`src/sdct_pkg.sv`:
```
package sdct_pkg;
  // Command pin pattern {cs_n, ras_n, cas_n, we_n}
  localparam logic [3:0] CMD_ACTIVE  = 4'h3;
  localparam logic [3:0] CMD_READ    = 4'h5;
  localparam logic [3:0] CMD_WRITE   = 4'h4;
  localparam logic [3:0] CMD_STOP    = 4'h6;
  localparam logic [3:0] CMD_PRECHG  = 4'h2;
  localparam logic [3:0] CMD_REFRESH = 4'h1;
  localparam logic [3:0] CMD_LMR     = 4'h0;
  // Fixed clock figures
  localparam int DQZ_CYCLES   = 2;
  localparam int CKED_CYCLES  = 1;
  localparam int PED_CYCLES   = 1;
  localparam int WR_CYCLES    = 1;
  localparam int WR_EXTRA_NS  = 7;
  localparam int CLK_PERIOD_NS = 50;
  localparam int WR_EXTRA_CYC = (WR_EXTRA_NS + CLK_PERIOD_NS - 1) / CLK_PERIOD_NS;
  localparam logic [1:0] CL_RESET = 2'h3;
  localparam logic [1:0] BURST_RESET = 2'h0;
  // Command bundle
  typedef struct packed {
    logic       cs_n;
    logic       ras_n;
    logic       cas_n;
    logic       we_n;
    logic [1:0] bank;
    logic [12:0] addr;
  } sdct_cmd_t;
  typedef enum {ST_IDLE, ST_READ, ST_WRITE} sdct_state_t;
endpackage

```
`src/sdct_core.sv`:
```
module sdct_core import sdct_pkg::*; #(
  parameter int DW = 16,
  parameter int CW = 9
) (
  // Clock and reset
  input  wire logic          clk_in,
  input  wire logic          rst_n_in,
  // Command side
  input  wire logic          cke_in,
  input  wire sdct_cmd_t     cmd_in,
  input  wire logic          dqm_in,
  // Data side
  input  wire logic [DW-1:0] dq_in,
  output logic [DW-1:0]      dq_out,
  output logic               dq_oe_out,
  // Internal array port
  output logic               wr_en_out,
  output logic [CW-1:0]      wr_col_out,
  output logic [DW-1:0]      wr_data_out,
  input  wire logic [DW-1:0] rd_data_in,
  output logic [CW-1:0]      rd_col_out,
  // Status
  output logic               clk_active_out,
  output logic               self_refresh_out,
  output logic               ap_start_out
);
  // Mode and burst bookkeeping
  sdct_state_t  state, next_state;
  logic [1:0]   cl, next_cl;             // Read latency
  logic [1:0]   blen, next_blen;         // Burst length code
  logic [7:0]   left, next_left;         // Words left in burst
  logic [CW-1:0] col, next_col;          // Running column
  logic         ap, next_ap;             // Auto precharge armed
  logic         clk_act, next_clk_act;   // Internal clock running
  logic         sref, next_sref;         // Self refresh
  logic [1:0]   wrrec, next_wrrec;       // Write recovery count
  logic         ap_pulse, next_ap_pulse;
  // Read pipeline, deep enough for longest latency
  logic [3:0]   rd_v, next_rd_v;
  logic [3:0]   msk, next_msk;           // Mask sampled per cycle
  logic [DW-1:0] dq, next_dq;
  logic [3:0][DW-1:0] rd_d, next_rd_d;   // Read words, staged like rd_v
  logic         oe, next_oe;

  // Command decode, used for several checks
  function automatic logic is_cmd(input sdct_cmd_t c, input logic [3:0] k);
    return {c.cs_n, c.ras_n, c.cas_n, c.we_n} == k;
  endfunction

  function automatic logic [7:0] blen_words(input logic [1:0] b);
    return 8'(1) << b;
  endfunction

  logic go;
  assign go = clk_act;

  // Next values for all control state
  always_comb begin
    next_state = state;
    next_cl = cl;
    next_blen = blen;
    next_left = left;
    next_col = col;
    next_ap = ap;
    next_sref = sref;
    next_wrrec = wrrec;
    next_ap_pulse = 1'b0;
    next_rd_v = {rd_v[2:0], 1'b0};
    next_msk = {msk[2:0], dqm_in};
    wr_en_out = 1'b0;
    wr_col_out = col;
    wr_data_out = dq_in;
    rd_col_out = col;
    // Clock enable acts one clock after it is sampled
    next_clk_act = cke_in;
    if (!go) begin
      // Suspended: hold everything, mask history frozen too
      next_rd_v = rd_v;
      next_msk = msk;
    end else begin
      if (wrrec != 2'h0) begin
        next_wrrec = wrrec - 2'h1;
        if (wrrec == 2'h1) begin
          next_ap_pulse = 1'b1;
        end
      end
      if (state == ST_WRITE) begin
        // Later words of a write burst, mask on same edge
        wr_en_out = !dqm_in;
        next_col = col + CW'(1);
        next_left = left - 8'h1;
        if (left == 8'h1) begin
          next_state = ST_IDLE;
          if (ap) next_wrrec = 2'(WR_CYCLES + WR_EXTRA_CYC);
        end
      end else if (state == ST_READ) begin
        next_rd_v[0] = 1'b1;
        next_col = col + CW'(1);
        next_left = left - 8'h1;
        if (left == 8'h1) next_state = ST_IDLE;
      end
      // New command overrides burst in progress
      if (is_cmd(cmd_in, CMD_READ) || is_cmd(cmd_in, CMD_WRITE)) begin
        next_ap = cmd_in.addr[10];
        next_left = blen_words(blen) - 8'h1;
        next_col = cmd_in.addr[CW-1:0] + CW'(1);
        if (is_cmd(cmd_in, CMD_WRITE)) begin
          wr_en_out = !dqm_in;
          wr_col_out = cmd_in.addr[CW-1:0];
          next_state = (blen == 2'h0) ? ST_IDLE : ST_WRITE;
          if (blen == 2'h0 && cmd_in.addr[10])
            next_wrrec = 2'(WR_CYCLES + WR_EXTRA_CYC);
        end else begin
          rd_col_out = cmd_in.addr[CW-1:0];
          next_rd_v[0] = 1'b1;
          next_state = (blen == 2'h0) ? ST_IDLE : ST_READ;
        end
      end else if (is_cmd(cmd_in, CMD_STOP)) begin
        next_state = ST_IDLE;
      end else if (is_cmd(cmd_in, CMD_PRECHG)) begin
        // Read cut short; queued words drain over latency
        if (state == ST_READ) next_state = ST_IDLE;
        if (state == ST_READ) next_rd_v[0] = 1'b0;
      end else if (is_cmd(cmd_in, CMD_LMR)) begin
        next_cl = cmd_in.addr[5:4];
        next_blen = cmd_in.addr[1:0];
      end
    end
    // Refresh encoding with clock enable falling enters self refresh
    if (is_cmd(cmd_in, CMD_REFRESH) && !cke_in && clk_act)
      next_sref = 1'b1;
    else if (sref && cke_in)
      next_sref = 1'b0;
  end

  // Output stage: word leaves after latency, mask two clocks back
  always_comb begin
    next_dq = dq;
    next_oe = oe;
    next_rd_d = rd_d;
    if (go) begin
      // Word fetched in its column cycle, delayed beside its valid bit
      next_rd_d = {rd_d[2:0], rd_data_in};
      next_dq = rd_d[cl - 2'h1];
      next_oe = rd_v[cl - 2'h1] && !msk[DQZ_CYCLES - 1];
    end
  end

  // Register everything
  always_ff @(posedge clk_in) begin
    if (!rst_n_in) begin
      state <= ST_IDLE;
      cl <= CL_RESET;
      blen <= BURST_RESET;
      left <= 8'h00;
      col <= '0;
      ap <= 1'b0;
      clk_act <= 1'b1;
      sref <= 1'b0;
      wrrec <= 2'h0;
      ap_pulse <= 1'b0;
      rd_v <= 4'h0;
      msk <= 4'hF;
      dq <= '0;
      rd_d <= '0;
      oe <= 1'b0;
    end else begin
      state <= next_state;
      cl <= next_cl;
      blen <= next_blen;
      left <= next_left;
      col <= next_col;
      ap <= next_ap;
      clk_act <= next_clk_act;
      sref <= next_sref;
      wrrec <= next_wrrec;
      ap_pulse <= next_ap_pulse;
      rd_v <= next_rd_v;
      msk <= next_msk;
      dq <= next_dq;
      rd_d <= next_rd_d;
      oe <= next_oe;
    end
  end

  assign dq_out = dq;
  assign dq_oe_out = oe;
  assign clk_active_out = clk_act;
  assign self_refresh_out = sref;
  assign ap_start_out = ap_pulse;

  // Checks
  property p_cke_lag;
    @(posedge clk_in) disable iff (!rst_n_in) 1'b1 |=> (clk_act == $past(cke_in));
  endproperty
  a_cke_lag: assert property (p_cke_lag) else $error("clock enable lag wrong");
  property p_cke_resume;
    @(posedge clk_in) disable iff (!rst_n_in) (!clk_act && cke_in) |=> clk_act;
  endproperty
  a_cke_resume: assert property (p_cke_resume) else $error("clock not resumed");
  property p_wmask;
    @(posedge clk_in) disable iff (!rst_n_in) (go && dqm_in) |-> !wr_en_out;
  endproperty
  a_wmask: assert property (p_wmask) else $error("masked word written");
  property p_first_word;
    @(posedge clk_in) disable iff (!rst_n_in)
      (go && is_cmd(cmd_in, CMD_WRITE) && !dqm_in) |-> (wr_en_out && wr_data_out == dq_in);
  endproperty
  a_first_word: assert property (p_first_word) else $error("first word missed");
  property p_rmask;
    @(posedge clk_in) disable iff (!rst_n_in)
      (dqm_in && clk_act) ##1 clk_act ##1 clk_act |=> !oe;
  endproperty
  a_rmask: assert property (p_rmask) else $error("mask did not float");
  property p_back2back;
    @(posedge clk_in) disable iff (!rst_n_in)
      (go && is_cmd(cmd_in, CMD_READ)) |=> (state == ST_READ || blen == 2'h0);
  endproperty
  a_back2back: assert property (p_back2back) else $error("column command dropped");
  property p_sref;
    @(posedge clk_in) disable iff (!rst_n_in)
      (is_cmd(cmd_in, CMD_REFRESH) && !cke_in && clk_act) |=> sref;
  endproperty
  a_sref: assert property (p_sref) else $error("self refresh not entered");
  property p_ap;
    @(posedge clk_in) disable iff (!rst_n_in) ap_pulse |-> $past(wrrec) == 2'h1;
  endproperty
  a_ap: assert property (p_ap) else $error("precharge start wrong");
  property p_pre_cut;
    @(posedge clk_in) disable iff (!rst_n_in)
      (go && state == ST_READ && is_cmd(cmd_in, CMD_PRECHG)) |=> state == ST_IDLE;
  endproperty
  a_pre_cut: assert property (p_pre_cut) else $error("read not cut");
endmodule

```
`config.mk`:
```
export PLATFORM = sky130hd
export DESIGN_NAME = sdct_core
export DESIGN_NICKNAME = d
export VERILOG_FILES = /design/src/sdct_pkg.sv /design/src/sdct_core.sv
export SDC_FILE = /design/constraint.sdc
export NUM_CORES = 1
export LEC_CHECK = 0
export BUFFER_PORTS_ARGS = -buffer_cell sky130_fd_sc_hd__buf_2
export CORE_MARGIN = 1
export CORE_UTILIZATION = 40
export CTS_BUF_LIST = sky130_fd_sc_hd__clkbuf_2
export CTS_CLUSTER_SIZE = 30
export DETAILED_ROUTE_END_ITERATION = 8
export PLACE_DENSITY = 0.7
export SLEW_MARGIN = 20
export SYNTH_ARGS = -nofsm -noshare
export SYNTH_HDL_FRONTEND = slang
export SYNTH_SLANG_ARGS = --single-unit
```
`constraint.sdc`:
```
create_clock -name clk_in -period 4.6 [get_ports clk_in]
set_input_delay 0.23 -clock clk_in [delete_from_list [all_inputs] [get_ports clk_in]]
set_output_delay 0.23 -clock clk_in [all_outputs]
set_load 0.03 [all_outputs]
```
* After elaboration in Yosys (flattened, before gate mapping)
Index checks and enable logic that the tools add are counted.
** Cells by class
- $add $sub $neg :: 6
- Order comparisons :: 1
- Eq/ne operators :: 9
- Shift-type cells :: 1
- Multiplexer cells :: 47
- Bitwise gates (word level) :: 3
- Reduce and logical (&&, ||, !) cells :: 18
** Operators with widths (number)
- $mux 32 :: 7
- $mux 9 :: 9
- $bmux 16 s2 :: 1
- $eq 32x2->1 const B :: 1
- $eq 32x3->1 const B :: 1
- $mux 8 :: 3
- $add 9x1->9 const B :: 2
- $mux 2 :: 9
- $mux 1 :: 16
- $mux 16 :: 1
- $sub 8x1->8 const B :: 2
- $eq 4x3->1 const B :: 3
- $eq 8x1->1 const B :: 1
- $shl 1x2->8 const A :: 1
- $logic_and 1x1->1 :: 5
- $reduce_and 5->1 :: 1
- $eq 4x1->1 const B :: 1
- $eq 4x2->1 const B :: 1
- $logic_not 4->1 :: 1
- $reduce_and 2->1 :: 2
- $reduce_bool 2->1 :: 2
- $sub 2x1->2 const B :: 2
- $logic_not 1->1 :: 3
- $lt 2x3->1 const B :: 1
- 7 further kinds :: 9
** Storage, ports and cells
- Flip-flop bits (word level) :: 146
- Bits of input ports :: 55
- Word-level logic and storage cells :: 103

* Depth between registers and ports, before layout
- Word-level depth :: 8
- Mapped depth :: 11
- Gate-level depth less buffers :: 9

* Least setup slack after synthesis
OpenSTA, ideal clock, no wires.
- Path kind :: reg2out
- From :: register clk_act, in the netlist clk_active_out
- To :: output port rd_col_out[4]
- Arrival time :: 2.153 ns
- Data required time :: 4.370 ns
- Slack :: 2.217 ns
- Cell stages (with the launch flop) :: 7
- Cells stage by stage :: dfxtp_1 -> buf_2 -> clkinv_1 -> nor2_1 -> nand2_1 -> clkbuf_1 -> o21ai_0
** Between the ends
- Longest elaborated chain between the ends :: 1
** Ends and longest elaborated chain
- start, declared :: RTL line sdct_core.sv:34 : logic clk_act, next_clk_act;
- start signal, assigned :: RTL line sdct_core.sv:174 : clk_act <= next_clk_act;
- $mux 9 :: RTL line sdct_core.sv:76 : if (!go) begin
- end, declared :: RTL line sdct_core.sv:21 : output logic [CW-1:0] rd_col_out,
No other way between the ends.

* Worst setup path in the final report
- From :: register clk_act, in the netlist clk_active_out
- To :: output port wr_col_out[3]
** Between the ends
- Longest elaborated chain between the ends :: 1
** Ends and longest elaborated chain
- $mux 9 :: RTL line sdct_core.sv:76
- end, declared :: RTL line sdct_core.sv:18 : output logic [CW-1:0] wr_col_out,
No other way between the ends.

==> summary.log <==
[logic_synthesis] area of the mapped netlist 6590 µm²
[clocking] buffers from clock root to sink, at most 2
[power_and_ir_drop] sw frac 27.9%
[logic_synthesis] cell accounting for the most synthesized area sky130_fd_sc_hd__dfxtp_1
[logic_synthesis] proportion of synthesized chip area in sequential cells 44.3%
[logic_synthesis] largest family of logic cells by synthesized area multiplexers
[global_routing] vias in the first global route 4789
[logic_synthesis] Post-Syn Area per Cell 9.71 µm²
[clocking] CTS Buf Count 17
[logic_synthesis] count of mapped cells out of synthesis 679
[drt] residual DRC count 0
[drt] drt wl/cell 14.3 µm
[critical_path] startpoint-to-endpoint class of the critical path flip-flop to primary output
[die] initial core utilization 41.2%
[logic_synthesis] proportion of synthesized area in mux cells 22.1%
[clocking] Clock Sink Count 146
[drt] Detailed Routing Iterations Pass 1 5
[min_path] hold path cells 5
[power_and_ir_drop] net switching power 0.000674 W
[die] DIE WIDTH 130 µm
[global_routing] maximum number of pins on one net before global-route repair 87
[die] number of core rows 46
[timing] RSZ-0062 raised after global routing false
[placement] area post-placement 6970 µm²
[logic_synthesis] Unique masters post-synth 60
[drt] final wirelength 14.1 mm
[drt] number of DRC markers in iteration 0 352
[clocking] clock latency on the worst-skew pair 0.73 ns
[critical_path] element type at the critical path end primary output
[placement] final HPWL from detailed placement 8.82 mm
[critical_path] CP Launch Type flip-flop
[timing] clock period minus final worst setup slack 3.31 ns
[global_routing] gr ovfl total 0
[min_path] worst hold path type input pin to flip-flop
[timing] Slew HR 30.7%
[logic_synthesis] simple-gate area share of the yosys netlist 19.9%
[logic_synthesis] synthesized-area fraction occupied by ao, oa, aoi and oai cells 7.16%
[timing] Clock Skew 0.0359 ns
[clocking] cells resized by post-CTS repair 0
[clocking] CTS clock-pin slew for the worst setup and hold paths 0.22 ns
[placement] total of buffers placed on input and output ports 72
[clocking] CTS H-Tree Depth 4
[critical_path] Critical Path Fanout Max 40
[drt] total vias in the final route 5120
[timing] Setup Total Neg Slack 0 ns
[timing] final setup violating endpoints 0
[power_and_ir_drop] power density of the placed cells 316 nW/µm²
[power_and_ir_drop] share of total power in combinational logic 11.0%
[logic_synthesis] number of enable-type register cells in the synthesized netlist 0
[outcome] result of the run finished, final reports clean
[power_and_ir_drop] leakage power 3.57 nW
[timing] highest clock rate 0.303 GHz
[timing] worst hold-check slack 0.0795 ns
[logic_synthesis] Yosys warning count 0
[drt] DRT antenna net count 0
[critical_path] required time at the endpoint of the critical path 4.37 ns
[logic_synthesis] Main synth FF type sky130_fd_sc_hd__dfxtp_1
[timing] slew at the pin closest to its max-slew limit 1.04 ns
[clocking] Clock Tree Root sky130_fd_sc_hd__clkbuf_2
[final_layout] post-route cell area 7630 µm²
[logic_synthesis] Synth Net Count 738
[logic_synthesis] Post-Synth Adder-Cell Area 0.759%
[die] floorplan core area 16000 µm²
[logic_synthesis] share of the synthesized area in the top cell type 44.3%
[clocking] TritonCTS clock tree done
[final_layout] fraction of layout instances using a drive strength above 1 20.8%
[drt] via-per-instance ratio 5.22
[power_and_ir_drop] maximum ir drop on the vdd rail 183 µV
[global_routing] initial antenna violation count 1
[logic_synthesis] asr flop ratio synth 0%
[critical_path] R2R cell count 5
[logic_synthesis] Synth Area in XOR/XNOR 0.531%
[timing] fraction of the cycle the final worst path needs 71.9%
[die] die extent in y 130 µm
[power_and_ir_drop] proportion of power drawn by the clock network 33.4%
[flow_run] max-cap violation count 0
[placement] last weighted congestion value of the routability-driven placer 0.834
[final_layout] Area growth syn-to-layout 15.7%
[die] I/O pin total 110
[logic_synthesis] post-synthesis register bit count 146
[logic_synthesis] leading post-synthesis cells by cell area sky130_fd_sc_hd__dfxtp_1 (44%), sky130_fd_sc_hd__mux2i_1 (13%), sky130_fd_sc_hd__nor2_1 (6.0%), sky130_fd_sc_hd__mux4_2 (5.8%), sky130_fd_sc_hd__and3_1 (3.3%)
[critical_path] arrival time of the worst setup path 3.08 ns
[global_routing] Tot GR Track Use 17.3%
[timing] max-slew violation count 0
[clocking] number of buffers inserted by post-CTS setup repair 0
[die] Die Outline Area 17000 µm²
[global_routing] first-pass GRT wire length 23.2 mm
[final_layout] number of nets at the end of the flow 810
[timing] Final Hold Viols 0
[power_and_ir_drop] sequential share of power 55.6%
[power_and_ir_drop] total internal power 0.00174 W
==> power by group through the flow <==
stage / clock network [W] / logic [W] / registers [W]
5_1_grt: 0.000889 / 0.000291 / 0.00135
4_1_cts: 0.000834 / 0.000264 / 0.00134
2_1_floorplan: 0 / 0.000209 / 0.00135
3_5_place_dp: 0 / 0.000240 / 0.00137
3_3_place_gp: 0 / 0.000238 / 0.00136
6_report: 0.000806 / 0.000264 / 0.00134
==> synthesized netlist by cell type (2+ instances only) <==
master                     number
sky130_fd_sc_hd__ha_1           4
sky130_fd_sc_hd__xnor2_1        2
sky130_fd_sc_hd__buf_2          5
sky130_fd_sc_hd__o21ai_0       14
sky130_fd_sc_hd__a21oi_1       23
sky130_fd_sc_hd__a2111o_1       2
sky130_fd_sc_hd__dfxtp_1      146
sky130_fd_sc_hd__nand2_1       43
sky130_fd_sc_hd__xor2_1         2
sky130_fd_sc_hd__nor4_4         3
sky130_fd_sc_hd__mux2i_1       88
sky130_fd_sc_hd__mux4_2        17
sky130_fd_sc_hd__buf_4         16
sky130_fd_sc_hd__or3_1          3
sky130_fd_sc_hd__clkbuf_1      36
sky130_fd_sc_hd__nand2b_1       4
sky130_fd_sc_hd__o32ai_1        2
sky130_fd_sc_hd__nand3b_1       3
sky130_fd_sc_hd__nand4_1        3
sky130_fd_sc_hd__nor4_1        10
sky130_fd_sc_hd__o211ai_1       3
sky130_fd_sc_hd__nor2_1       105
sky130_fd_sc_hd__a31oi_1        5
sky130_fd_sc_hd__and3_1        35
sky130_fd_sc_hd__nor4_2         4
sky130_fd_sc_hd__o41ai_1        2
sky130_fd_sc_hd__buf_1          8
sky130_fd_sc_hd__mux2_2        17
sky130_fd_sc_hd__nor3b_1        3
sky130_fd_sc_hd__inv_1          9
sky130_fd_sc_hd__o22ai_1        5
sky130_fd_sc_hd__nor3_1         8
sky130_fd_sc_hd__nand3_1       20
sky130_fd_sc_hd__o21a_1         3
==> critical path, cell delays in order, from the launching register on <==
cell and delay (ns):
sky130_fd_sc_hd__dfxtp_4 0.77, sky130_fd_sc_hd__nand4bb_1 0.16, sky130_fd_sc_hd__buf_4 0.24, sky130_fd_sc_hd__nor2_1 0.60, sky130_fd_sc_hd__mux2_2 0.41, sky130_fd_sc_hd__buf_2 0.18
==> path summary, 6_finish.rpt <==
kind,startpoint,endpoint,slack (ns)
worst min register to register,ap,ap,0.47
worst min-delay path,cmd_in[7],col[8],0.08
worst max-delay path,clk_active_out,wr_col_out[3],1.29
worst max register to register,clk_active_out,blen[1],1.81
==> layer usage <==
metal / vias up / GRT usage, % / share of wire [%]
met5: - / 0 / 0
met4: 0 / 6.83 / 1.4
met3: 20 / 4.03 / 4.6
met2: 113 / 27.8 / 46
met1: 2440 / 22.6 / 48
li1: 2547 / - / -
==> stage by stage <==
| step | util [%] | setup slack [ns] | std cells | total power (W) |
|---|---|---|---|---|
| 2_1_floorplan | - | 2.22 | 679 | 0.00156 |
| 3_3_place_gp | 43.6 | 2.06 | 909 | 0.00160 |
| 3_5_place_dp | 43.6 | 2.07 | 909 | 0.00161 |
| 4_1_cts | 47.7 | 1.20 | 980 | 0.00244 |
| 5_1_grt | 47.7 | 1.06 | 981 | 0.00253 |
| 6_report | 47.7 | 1.29 | 981 | 0.00241 |
==> cells by family (layout without fill, tap and decap cells) <==
family                     count (synthesis)  count (layout)
DFF                                      146             146
xor gates and xnor gates                   4               4
muxes                                    122             122
and+or+nand+nor                          255             255
AOI/OAI and AO/OA                         73              73
other                                      0               1
buffers and inverters                     75             160
adders and majority gates                  4               4
==> cells in the final DEF, fill, tap and decap left out, drive strengths merged, types with 4 or more instances in the layout <==
cell type,instances
mux2,17
o21ai,14
nand2,43
a31oi,5
mux4,17
clkbuf,18
dlygate4sd3,39
ha,4
nand2b,4
nand3,20
nor2,105
nor3b,4
buf,79
a21oi,23
nor3,9
and3,35
inv,16
nor4,17
o22ai,5
nand4,5
mux2i,88
dfxtp,146
==> what timing repair did <==
item                                    4_1_cts  5_1_grt
hold buffers                                 39        0
hold endpoints to repair                     38        0
endpoints found under the setup margin        0        0
==> flip-flops by register name, indices dropped and copies added, names as in the netlist <==
name and cells:
ap 1, clk_active_out 1, rd_d 64, msk 2, blen 2, self_refresh_out 1, wrrec 2, dq_oe_out 1
rd_v 4, col 9, cl 2, left 8, ap_start_out 1, state 32, dq_out 16
==> layout make-up <==
type | instances | area [µm²]
sequential | 146 | 2930
timing repair buffer | 118 | 803
clock buffer | 18 | 90.1
multi-input combinational | 458 | 3320
tap | 216 | 270
inverter | 10 | 37.5
fill | 1551 | 8370
clock inverter | 14 | 175
antenna | 1 | 2.50
(Power assumes the default switching activity.)
